[config.mk]
export PLATFORM = sky130hd
export DESIGN_NAME = flash_access
export DESIGN_NICKNAME = d
export VERILOG_FILES = /design/src/flash_access_pkg.sv /design/src/flash_access.sv
export SDC_FILE = /design/constraint.sdc
export NUM_CORES = 1
export LEC_CHECK = 0
export CORE_ASPECT_RATIO = 0.75
export CORE_UTILIZATION = 30
export DETAILED_ROUTE_END_ITERATION = 10
export DONT_BUFFER_PORTS = 1
export PLACE_DENSITY_LB_ADDON = 0.08
export SETUP_SLACK_MARGIN = 0.05
export SLEW_MARGIN = 5
export SYNTH_ARGS = -nofsm -noshare
export SYNTH_HDL_FRONTEND = slang
export SYNTH_SLANG_ARGS = --single-unit
[constraint.sdc]
create_clock -name CLOCK -period 2.1 [get_ports CLOCK]
set_clock_uncertainty 0.1 [all_clocks]
set_input_delay 0.525 -clock CLOCK [delete_from_list [all_inputs] [get_ports CLOCK]]
set_output_delay 0.525 -clock CLOCK [all_outputs]
set_load 0.02 [all_outputs]
[src/flash_access_pkg.sv]
// Package: register map, field layout and timing for program flash access
package flash_access_pkg;
    // Register byte offsets
    localparam logic [7:0] OFF_CONTROL = 8'h00;
    localparam logic [7:0] OFF_PAGE = 8'h04;
    localparam logic [7:0] OFF_ADDR = 8'h08;
    localparam logic [7:0] OFF_DATA = 8'h0c;
    localparam logic [7:0] OFF_TABLE = 8'h10;
    localparam logic [7:0] OFF_STATUS = 8'h14;
    localparam logic [7:0] OFF_MASK = 8'h18;
    // Control and page field positions
    localparam int GO_BIT = 15;
    localparam int ENABLE_BIT = 14;
    localparam int FAULT_BIT = 13;
    localparam int ERASE_BIT = 6;
    localparam int PAGE_CFG_BIT = 7;
    // Table command word fields
    localparam int TBL_HIGH_BIT = 0;
    localparam int TBL_BYTE_BIT = 1;
    localparam int TBL_BSEL_BIT = 2;
    localparam int TBL_WRITE_BIT = 3;
    // Reset values
    localparam logic [15:0] CONTROL_RESET = 16'h0000;
    localparam logic [7:0] PAGE_RESET = 8'h00;
    localparam logic [1:0] IRQ_RESET = 2'h0;
    // Status bits
    localparam int ST_DONE = 0;
    localparam int ST_FAULT = 1;
    // Operation timing
    localparam int CLOCK_MHZ = 250;
    localparam int OP_TIME_NS = 400;
    localparam int OP_CYCLES = (OP_TIME_NS * CLOCK_MHZ) / 1000;
    localparam logic [7:0] OP_CYCLES_W = 8'(OP_CYCLES);
    // Operation codes
    localparam logic [3:0] OP_BULK = 4'hf;
    localparam logic [3:0] OP_GSEG = 4'hd;
    localparam logic [3:0] OP_SSEG = 4'hc;
    localparam logic [3:0] OP_WORD = 4'h3;
    localparam logic [3:0] OP_PAGE = 4'h2;
    localparam logic [3:0] OP_ROW = 4'h1;
    localparam logic [3:0] OP_CFG = 4'h0;
    typedef struct packed {
        logic go;
        logic erase;
        logic [3:0] op;
    } launch_t;
    typedef struct packed {
        logic req;
        logic write;
        logic [23:0] addr;
        logic [23:0] wdata;
        logic [2:0] lanes;
    } flash_req_t;
endpackage

[src/flash_access.sv]
// Table access and flash operation control with AXI4-Lite registers
`timescale 1ns/1ps
`default_nettype none
module flash_access
    import flash_access_pkg::*;
(
    // Clock and resets
    input wire logic CLOCK,
    input wire logic RST,
    input wire logic POR,
    // AXI4-Lite slave
    input wire logic [7:0] AWADDR,
    input wire logic AWVALID,
    output logic AWREADY,
    input wire logic [31:0] WDATA,
    input wire logic [3:0] WSTRB,
    input wire logic WVALID,
    output logic WREADY,
    output logic [1:0] BRESP,
    output logic BVALID,
    input wire logic BREADY,
    input wire logic [7:0] ARADDR,
    input wire logic ARVALID,
    output logic ARREADY,
    output logic [31:0] RDATA,
    output logic [1:0] RRESP,
    output logic RVALID,
    input wire logic RREADY,
    // Flash array
    output flash_req_t FLASH_REQ,
    input wire logic [23:0] FLASH_RDATA,
    input wire logic FLASH_ABORT,
    output launch_t FLASH_LAUNCH,
    output logic FLASH_CFG_SPACE,
    // Interrupt
    output logic IRQ
);
    logic [15:0] control;
    logic [7:0] page;
    logic [15:0] addr;
    logic [15:0] data;
    logic [1:0] status;
    logic [1:0] mask;
    logic [7:0] count;
    logic aw_held, w_held;
    logic [7:0] aw_addr;
    logic [31:0] w_data;
    logic [3:0] w_strb;
    logic [23:0] rd_word;
    logic rd_busy;
    logic [3:0] rd_cmd;

    function automatic logic valid_op(input logic erase, input logic [3:0] op);
        if (erase)
            valid_op = op == OP_BULK || op == OP_GSEG || op == OP_SSEG || op == OP_PAGE || op == OP_CFG;
        else
            valid_op = op == OP_WORD || op == OP_ROW || op == OP_CFG;
    endfunction

    wire busy = control[GO_BIT];
    wire do_write = aw_held && w_held && !BVALID;
    wire [7:0] wa = aw_addr;
    wire wr_ctrl = do_write && wa == OFF_CONTROL && w_strb[1];
    wire wr_table = do_write && wa == OFF_TABLE && w_strb[0];
    wire want_go = wr_ctrl && w_data[GO_BIT] && !busy;
    wire op_ok = valid_op(w_data[ERASE_BIT], w_data[3:0]);
    wire wr_page = do_write && wa == OFF_PAGE && w_strb[0];
    wire wr_addr = do_write && wa == OFF_ADDR;
    wire wr_data = do_write && wa == OFF_DATA;
    wire wr_mask = do_write && wa == OFF_MASK && w_strb[0];
    wire launch_ok = want_go && control[ENABLE_BIT] && w_data[ENABLE_BIT] && op_ok;
    wire launch_bad = want_go && !launch_ok;
    wire op_end = busy && count == 8'h01;
    wire op_abort = busy && FLASH_ABORT;
    wire next_fault = (launch_bad || op_abort) ? 1'b1 : (launch_ok ? 1'b0 : (wr_ctrl ? w_data[FAULT_BIT] : control[FAULT_BIT]));
    wire rd_take = ARVALID && !rd_busy && !RVALID;
    wire map_rd = ARADDR <= OFF_MASK && ARADDR[1:0] == 2'b00;
    wire map_wr = wa <= OFF_MASK && wa[1:0] == 2'b00;
    wire tbl_high = w_data[TBL_HIGH_BIT];
    wire tbl_byte = w_data[TBL_BYTE_BIT];
    wire tbl_bsel = w_data[TBL_BSEL_BIT];
    // Program address as word index: address steps by two per word
    wire [23:0] prog_addr = {page[6:0], addr[15:1]};
    // Read data shaping for low/high, word/byte
    wire [7:0] low_byte = rd_cmd[2] ? rd_word[15:8] : rd_word[7:0];
    wire [7:0] high_byte = rd_cmd[2] ? 8'h00 : rd_word[23:16];
    wire [15:0] low_val = rd_cmd[1] ? {8'h00, low_byte} : rd_word[15:0];
    wire [15:0] high_val = rd_cmd[1] ? {8'h00, high_byte} : {8'h00, rd_word[23:16]};
    wire [15:0] shaped = rd_cmd[0] ? high_val : low_val;
    // Write lane selection
    wire [2:0] wr_lanes = tbl_high ? (tbl_byte && tbl_bsel ? 3'b000 : 3'b100)
                        : (tbl_byte ? (tbl_bsel ? 3'b010 : 3'b001) : 3'b011);
    wire [23:0] wr_word = tbl_high ? {data[7:0], 16'h0000}
                        : (tbl_byte ? {8'h00, data[7:0], data[7:0]} : {8'h00, data});
    wire [15:0] ctrl_rd = control;

    assign AWREADY = !aw_held;
    assign WREADY = !w_held;
    assign ARREADY = !rd_busy && !RVALID;
    assign IRQ = |(status & mask);
    assign FLASH_CFG_SPACE = page[PAGE_CFG_BIT];
    assign FLASH_LAUNCH = '{go: busy, erase: control[ERASE_BIT], op: control[3:0]};

    // Control register: power-on reset only
    always_ff @(posedge CLOCK) begin
        if (POR) begin
            control <= CONTROL_RESET;
        end else begin
            if (wr_ctrl) begin
                control[ENABLE_BIT] <= w_data[ENABLE_BIT];
            end
            if (wr_ctrl && !busy) begin
                control[ERASE_BIT] <= w_data[ERASE_BIT];
                control[3:0] <= w_data[3:0];
            end
            if (launch_ok) begin
                control[GO_BIT] <= 1'b1;
            end else if (op_abort || op_end) begin
                control[GO_BIT] <= 1'b0;
            end
            control[FAULT_BIT] <= next_fault;
        end
    end

    // Op counter: power-on reset only, so a bus reset cannot strand go
    always_ff @(posedge CLOCK) begin
        if (POR)
            count <= 8'h00;
        else if (launch_ok)
            count <= OP_CYCLES_W;
        else if (busy && count != 8'h00)
            count <= count - 8'h01;
    end

    // Bus write channel
    always_ff @(posedge CLOCK) begin
        if (RST) begin
            aw_held <= 1'b0;
            w_held <= 1'b0;
            aw_addr <= 8'h00;
            w_data <= 32'h0;
            w_strb <= 4'h0;
            BVALID <= 1'b0;
            BRESP <= 2'b00;
        end else begin
            if (AWVALID && !aw_held) begin
                aw_held <= 1'b1;
                aw_addr <= AWADDR;
            end
            if (WVALID && !w_held) begin
                w_held <= 1'b1;
                w_data <= WDATA;
                w_strb <= WSTRB;
            end
            if (do_write) begin
                aw_held <= 1'b0;
                w_held <= 1'b0;
                BVALID <= 1'b1;
                BRESP <= map_wr ? 2'b00 : 2'b10;
            end else if (BREADY)
                BVALID <= 1'b0;
        end
    end

    // Page, address, data and table requests
    always_ff @(posedge CLOCK) begin
        if (RST) begin
            page <= PAGE_RESET;
            addr <= 16'h0;
            data <= 16'h0;
            FLASH_REQ <= '0;
            rd_busy <= 1'b0;
            rd_cmd <= 4'h0;
        end else begin
            FLASH_REQ.req <= 1'b0;
            if (wr_page)
                page <= w_data[7:0];
            if (wr_addr) begin
                if (w_strb[0]) addr[7:0] <= w_data[7:0];
                if (w_strb[1]) addr[15:8] <= w_data[15:8];
            end
            if (wr_data) begin
                if (w_strb[0]) data[7:0] <= w_data[7:0];
                if (w_strb[1]) data[15:8] <= w_data[15:8];
            end
            if (wr_table && w_data[TBL_WRITE_BIT]) begin
                FLASH_REQ <= '{req: 1'b1, write: 1'b1, addr: prog_addr, wdata: wr_word, lanes: wr_lanes};
            end else if (wr_table) begin
                FLASH_REQ <= '{req: 1'b1, write: 1'b0, addr: prog_addr, wdata: 24'h0, lanes: 3'b111};
                rd_busy <= 1'b1;
                rd_cmd <= w_data[3:0];
            end
            if (rd_busy) begin
                rd_busy <= 1'b0;
                data <= shaped;
            end
        end
    end

    assign rd_word = FLASH_RDATA;

    // Bus read channel and interrupt status
    always_ff @(posedge CLOCK) begin
        if (RST) begin
            RVALID <= 1'b0;
            RDATA <= 32'h0;
            RRESP <= 2'b00;
            status <= IRQ_RESET;
            mask <= IRQ_RESET;
        end else begin
            if (op_end && !op_abort) status[ST_DONE] <= 1'b1;
            if (op_abort || launch_bad) status[ST_FAULT] <= 1'b1;
            if (wr_mask) mask <= w_data[1:0];
            if (rd_take) begin
                RVALID <= 1'b1;
                RRESP <= map_rd ? 2'b00 : 2'b10;
                case (ARADDR)
                    OFF_CONTROL: RDATA <= {16'h0, ctrl_rd};
                    OFF_PAGE: RDATA <= {24'h0, page};
                    OFF_ADDR: RDATA <= {16'h0, addr};
                    OFF_DATA: RDATA <= {16'h0, data};
                    OFF_TABLE: RDATA <= {31'h0, rd_busy};
                    OFF_STATUS: begin
                        RDATA <= {30'h0, status};
                        status <= {op_abort || launch_bad, op_end && !op_abort};
                    end
                    OFF_MASK: RDATA <= {30'h0, mask};
                    default: RDATA <= 32'h0;
                endcase
            end else if (RREADY)
                RVALID <= 1'b0;
        end
    end

    done_clears_go_a: assert property (@(posedge CLOCK) disable iff (POR)
        op_end && !op_abort && !wr_ctrl |=> !control[GO_BIT]) else $error("go bit not cleared at end");
    no_enable_launch_a: assert property (@(posedge CLOCK) disable iff (POR)
        want_go && !control[ENABLE_BIT] |=> !control[GO_BIT]) else $error("launch without enable");
    bad_launch_fault_a: assert property (@(posedge CLOCK) disable iff (POR)
        launch_bad |=> control[FAULT_BIT]) else $error("fault flag not set");
    good_launch_clear_a: assert property (@(posedge CLOCK) disable iff (POR)
        launch_ok |=> !control[FAULT_BIT] && control[GO_BIT]) else $error("fault after good launch");
    phantom_zero_a: assert property (@(posedge CLOCK) disable iff (RST)
        rd_busy && rd_cmd[0] |=> data[15:8] == 8'h00) else $error("phantom byte not zero");
    high_byte_zero_a: assert property (@(posedge CLOCK) disable iff (RST)
        rd_busy && rd_cmd[0] && rd_cmd[1] && rd_cmd[2] |=> data == 16'h0000) else $error("high byte not zero");
    low_word_read_a: assert property (@(posedge CLOCK) disable iff (RST)
        rd_busy && rd_cmd[1:0] == 2'b00 |=> data == $past(FLASH_RDATA[15:0])) else $error("low word wrong");
    go_lasts_a: assert property (@(posedge CLOCK) disable iff (POR || RST)
        launch_ok ##1 !FLASH_ABORT [*3] |-> control[GO_BIT]) else $error("operation ended early");
    page_space_a: assert property (@(posedge CLOCK) disable iff (RST)
        FLASH_REQ.req |-> FLASH_REQ.addr[22:16] == $past(page[6:0]))
        else $error("request page mismatch");
    launch_cov: cover property (@(posedge CLOCK) launch_ok);
    abort_cov: cover property (@(posedge CLOCK) op_abort);
    read_cov: cover property (@(posedge CLOCK) rd_busy);
    irq_cov: cover property (@(posedge CLOCK) IRQ);
    fault_cov: cover property (@(posedge CLOCK) launch_bad);

    // Cycles the current operation has run
    logic [7:0] run_len;
    always_ff @(posedge CLOCK) begin
        if (POR || !busy)
            run_len <= 8'h00;
        else
            run_len <= run_len + 8'h01;
    end

    // Operation timing and control fields
    go_time_a: assert property (@(posedge CLOCK) disable iff (POR)
        busy |-> run_len < OP_CYCLES_W)
        else $error("operation ran too long");
    go_done_a: assert property (@(posedge CLOCK) disable iff (POR)
        busy && run_len == OP_CYCLES_W - 8'h01 |=> !busy)
        else $error("operation did not end");
    abort_fault_a: assert property (@(posedge CLOCK) disable iff (POR)
        op_abort |=> control[FAULT_BIT] && !control[GO_BIT])
        else $error("abort not flagged");
    launch_fields_a: assert property (@(posedge CLOCK) disable iff (POR)
        launch_ok |=> FLASH_LAUNCH.erase == $past(w_data[ERASE_BIT]) && FLASH_LAUNCH.op == $past(w_data[3:0]))
        else $error("launch fields wrong");
    busy_frozen_a: assert property (@(posedge CLOCK) disable iff (POR)
        busy |=> control[3:0] == $past(control[3:0]) && control[ERASE_BIT] == $past(control[ERASE_BIT]))
        else $error("fields changed while busy");
    invalid_op_a: assert property (@(posedge CLOCK) disable iff (POR)
        want_go && !op_ok |=> !control[GO_BIT])
        else $error("invalid code launched");
    rst_keeps_a: assert property (@(posedge CLOCK) disable iff (POR)
        RST && !busy && !wr_ctrl |=> control == $past(control))
        else $error("bus reset changed control");

    // Table requests
    req_pulse_a: assert property (@(posedge CLOCK) disable iff (RST)
        FLASH_REQ.req |=> !FLASH_REQ.req) else $error("request longer than one cycle");
    read_order_a: assert property (@(posedge CLOCK) disable iff (RST)
        FLASH_REQ.req && !FLASH_REQ.write |-> rd_busy) else $error("read not tracked");
    write_lanes_a: assert property (@(posedge CLOCK) disable iff (RST)
        FLASH_REQ.req && FLASH_REQ.write && FLASH_REQ.lanes[2] |-> FLASH_REQ.lanes[1:0] == 2'b00)
        else $error("high write touched low word");
    high_write_a: assert property (@(posedge CLOCK) disable iff (RST)
        FLASH_REQ.req && FLASH_REQ.write && FLASH_REQ.lanes[2] |-> FLASH_REQ.wdata[15:0] == 16'h0000)
        else $error("high write data wrong");
    low_write_a: assert property (@(posedge CLOCK) disable iff (RST)
        FLASH_REQ.req && FLASH_REQ.write && !FLASH_REQ.lanes[2] |-> FLASH_REQ.wdata[23:16] == 8'h00)
        else $error("low write touched high byte");

    // Register bus and status
    bresp_ok_a: assert property (@(posedge CLOCK) disable iff (RST)
        do_write && map_wr |=> BVALID && BRESP == 2'b00) else $error("write response wrong");
    bresp_err_a: assert property (@(posedge CLOCK) disable iff (RST)
        do_write && !map_wr |=> BVALID && BRESP == 2'b10) else $error("write error missing");
    bvalid_hold_a: assert property (@(posedge CLOCK) disable iff (RST)
        BVALID && !BREADY |=> BVALID) else $error("write response dropped");
    rvalid_take_a: assert property (@(posedge CLOCK) disable iff (RST)
        rd_take |=> RVALID) else $error("read response missing");
    rresp_err_a: assert property (@(posedge CLOCK) disable iff (RST)
        rd_take && !map_rd |=> RVALID && RRESP == 2'b10 && RDATA == 32'h0) else $error("read error missing");
    rvalid_hold_a: assert property (@(posedge CLOCK) disable iff (RST)
        RVALID && !RREADY |=> RVALID && $stable(RDATA)) else $error("read response dropped");
    ctrl_read_a: assert property (@(posedge CLOCK) disable iff (RST)
        rd_take && ARADDR == OFF_CONTROL |=> RDATA == {16'h0000, $past(control)}) else $error("control read wrong");
    status_clear_a: assert property (@(posedge CLOCK) disable iff (RST)
        rd_take && ARADDR == OFF_STATUS && !op_end && !op_abort && !launch_bad |=> status == 2'b00)
        else $error("status not cleared");
    done_status_a: assert property (@(posedge CLOCK) disable iff (RST || POR)
        op_end && !op_abort |=> status[ST_DONE]) else $error("done status missing");
    fault_status_a: assert property (@(posedge CLOCK) disable iff (RST || POR)
        op_abort || launch_bad |=> status[ST_FAULT]) else $error("fault status missing");
    irq_reset_a: assert property (@(posedge CLOCK)
        RST |=> !IRQ) else $error("interrupt after reset");
endmodule // flash_access
`default_nettype wire

==> out/qor.txt <==
pin count of the biggest net entering global routing: 129
Slew Limit Fails: 0
leak pwr: 2.94 nW
Post-Syn Area: 7160 sq um
initial core utilization: 30.9%
fin crit period: 2.00 ns
core area: 23200 sq um
die area: 24500 sq um
synthesis-to-layout area growth: 14.9%
share of cells above drive strength 1: 14.7%
Cell Count Post-Placement: 1106
syn_area_per_cell: 8.67 sq um
Hold Slack: 0.0501 ns
CP endpoint kind: flop
WL final: 22.7 mm
Setup crit end: page[3]$_SDFFE_PP0P_
r2r setup slk: 0.1 ns
DP Wirelength: 16.4 mm
first-pass GRT wire length: 34.5 mm
Synth Area in Simple Gates: 20.3%
main combinational cell family by area after synthesis: simple AND/OR/NAND/NOR gates
Port-buffer cells: 0
Post-CTS Hold Buffers: 0
Placer Congestion: 0.840
drt drc: 0
Reg clk slew, reported paths: 0.07 ns
Most used DFF post-synth: dfxtp_1
number of global-route vias before repair: 5618
adder-cell area share of the yosys netlist: 0.350%
die width: 180 um
H-Tree Depth: 4
CP Class: flop to flop
Total Nets Final: 915
CP Data Arrival Time: 2.23 ns
crit path from: aw_addr[4]$_SDFFE_PP0P_
vias per cell: 5.12
status: finished clean
Root Buffer: clkbuf_16
maximum VDD drop: 0.594 mV
most frequent cells in the layout: dfxtp_1 (160), nand2_1 (132), a21oi_1 (91)
DRT Pass-1 Iters: 5
CP Max Fanout: 8
ant diodes: 0
antenna-violating nets left: 0
IO Pins: 187
# rows: 48
GRT overflow: 0
final cell count without fillers: 1141
Final setup viols: 0
unrepaired setup endpoints after global routing: true
MaxCap Viol Count: 0
reg-to-reg endpoint: page[3]$_SDFFE_PP0P_
initial DRC count: 456
Compound-Gate Fraction of Synth Area: 14.5%
Synth Area in XOR/XNOR: 0.734%
period utilization: 95.3%
leading cell type in the layout, fill and taps excluded: dfxtp_1
HP Class: input pin to flop
Critical Path RT: 2.33 ns
Worst-Skew Late Latency: 0.44 ns
cell count after synthesis: 826
FMAX: 500 MHz
Ys Warns: 0
Worst slew margin: 61.6%
antenna violations before repair: 1
Fin. Hold Viols: 0
ys async rst share: 0%
TritonCTS clock tree: built
TritonCTS buffer count: 17
count of cell types in the netlist: 56
share of the yosys chip area belonging to registers: 45.6%
EDFF count, synth: 0
P per Cell Area: 806 nW/um^2
die height: 136 um
crit path launch type: flop
GRT Resource Usage Total: 18.9%
R2R cell count: 6
via count: 5837
mux cell area share after synthesis: 11.7%
Seq cells post-synth: 163
routed length per placed instance: 19.9 um
Slew @ Worst Pin: 0.572 ns
Max clock buf depth: 2
FF-to-FF Start: aw_addr[4]$_SDFFE_PP0P_
# clock sinks: 163
area by class of cell:
class / instances / area (sq um)
clock buffers: 19 / 453
clock inverters: 13 / 126
fillers: 2399 / 15000
inverters: 16 / 60.1
multi-input cells: 582 / 3520
flip-flops and latches: 163 / 3270
well taps: 300 / 375
repair buffers: 48 / 414
power by group:
part	switching [mW]	total, mW	leakage [nW]	internal, mW
clock	1.39	3.10	0.278	1.71
sequential	0.0505	3.18	1.32	3.13
combinational	0.211	0.346	1.34	0.135
total	1.65	6.63	2.94	4.98
sequential cells by signal, indices dropped and copies added, names as in the netlist, 2 cells and up:
signal and cells:
RDATA 16, control 8, aw_addr 8, status 2
mask 2, page 8, FLASH_REQ 51, w_data 16
rd_cmd 3, data 16, w_strb 2, addr 16
count 8
per-stage QoR:
step | total power [mW] | setup slack [ns] | TNS [ns] | cell area [sq um] | util, %
4_1_cts | 6.68 | 0.0650 | 0 | 8150 | 35.2
3_5_place_dp | 3.58 | -0.0952 | -0.685 | 7560 | 32.6
2_1_floorplan | 3.53 | 0.0727 | 0 | 7230 | -
3_3_place_gp | 3.57 | -0.0768 | -0.479 | 7560 | 32.6
5_1_grt | 6.88 | 0.0309 | 0 | 8220 | 35.5
6_report | 6.63 | 0.0995 | 0 | 8220 | 35.5
worst min-delay path by stage:
stage                                 start  cells after the start  slack (ns)                          to
floorplan              page[0]$_SDFFE_PP0P_                      2        0.35  FLASH_REQ[42]$_SDFFE_PP0P_
global placement    w_data[11]$_SDFFE_PP0P_                      2        0.36     w_data[11]$_SDFFE_PP0P_
detailed placement  w_data[12]$_SDFFE_PP0P_                      2        0.36     w_data[12]$_SDFFE_PP0P_
CTS                                     POR                      1        0.04       count[5]$_SDFFE_PP0P_
global route                            POR                      1        0.03       count[2]$_SDFFE_PP0P_
finish                                  POR                      1        0.05       count[5]$_SDFFE_PP0P_
routing by layer:
metal  up-vias  part of all wire (%)  GRT usage (%)
li1       2875                     -              -
met1      2781                    48           25.8
met2       167                    44           28.2
met3        14                   7.7           6.42
met4         0                  0.95           4.80
met5         -                     0              0
worst max-delay path, stage by stage, from the launching register on:
cell and delay, ns:
dfxtp_4 0.36, buf_6 0.11, or4bb_4 0.54, nor4_4 0.35, buf_12 0.19, mux2i_1 0.18, nor2_1 0.05
cells by family (layout without fill, tap and decap cells):
family | after synthesis | after routing
AOI/OAI and AO/OA | 175 | 175
xor gates and xnor gates | 6 | 6
adders and majority gates | 2 | 2
buffers and inverters | 100 | 96
DFF | 163 | 163
muxes | 76 | 76
other | 1 | 20
and+or+nand+nor | 303 | 303
synth_stat cells, drive strengths merged, types with 9 or more instances:
cell type | count | share of area, %
a21oi | 91 | 6.4
a22oi | 11 | 1.2
buf | 40 | 3.6
clkbuf | 44 | 2.3
dfxtp | 163 | 46
inv | 16 | 0.84
mux2 | 20 | 3.1
mux2i | 52 | 7.3
nand2 | 133 | 7.0
nand3 | 33 | 2.3
nand4 | 9 | 0.79
nand4b | 10 | 1.2
nor2 | 64 | 3.4
nor3 | 15 | 1.0
o21ai | 32 | 2.2
timing repair:
action                     in CTS  in global routing
setup buffers                   0                  3
pin swaps                       0                  3
setup endpoints to repair       8                 38
resized for setup               1                 11
Power figures use the tool's default switching activity.
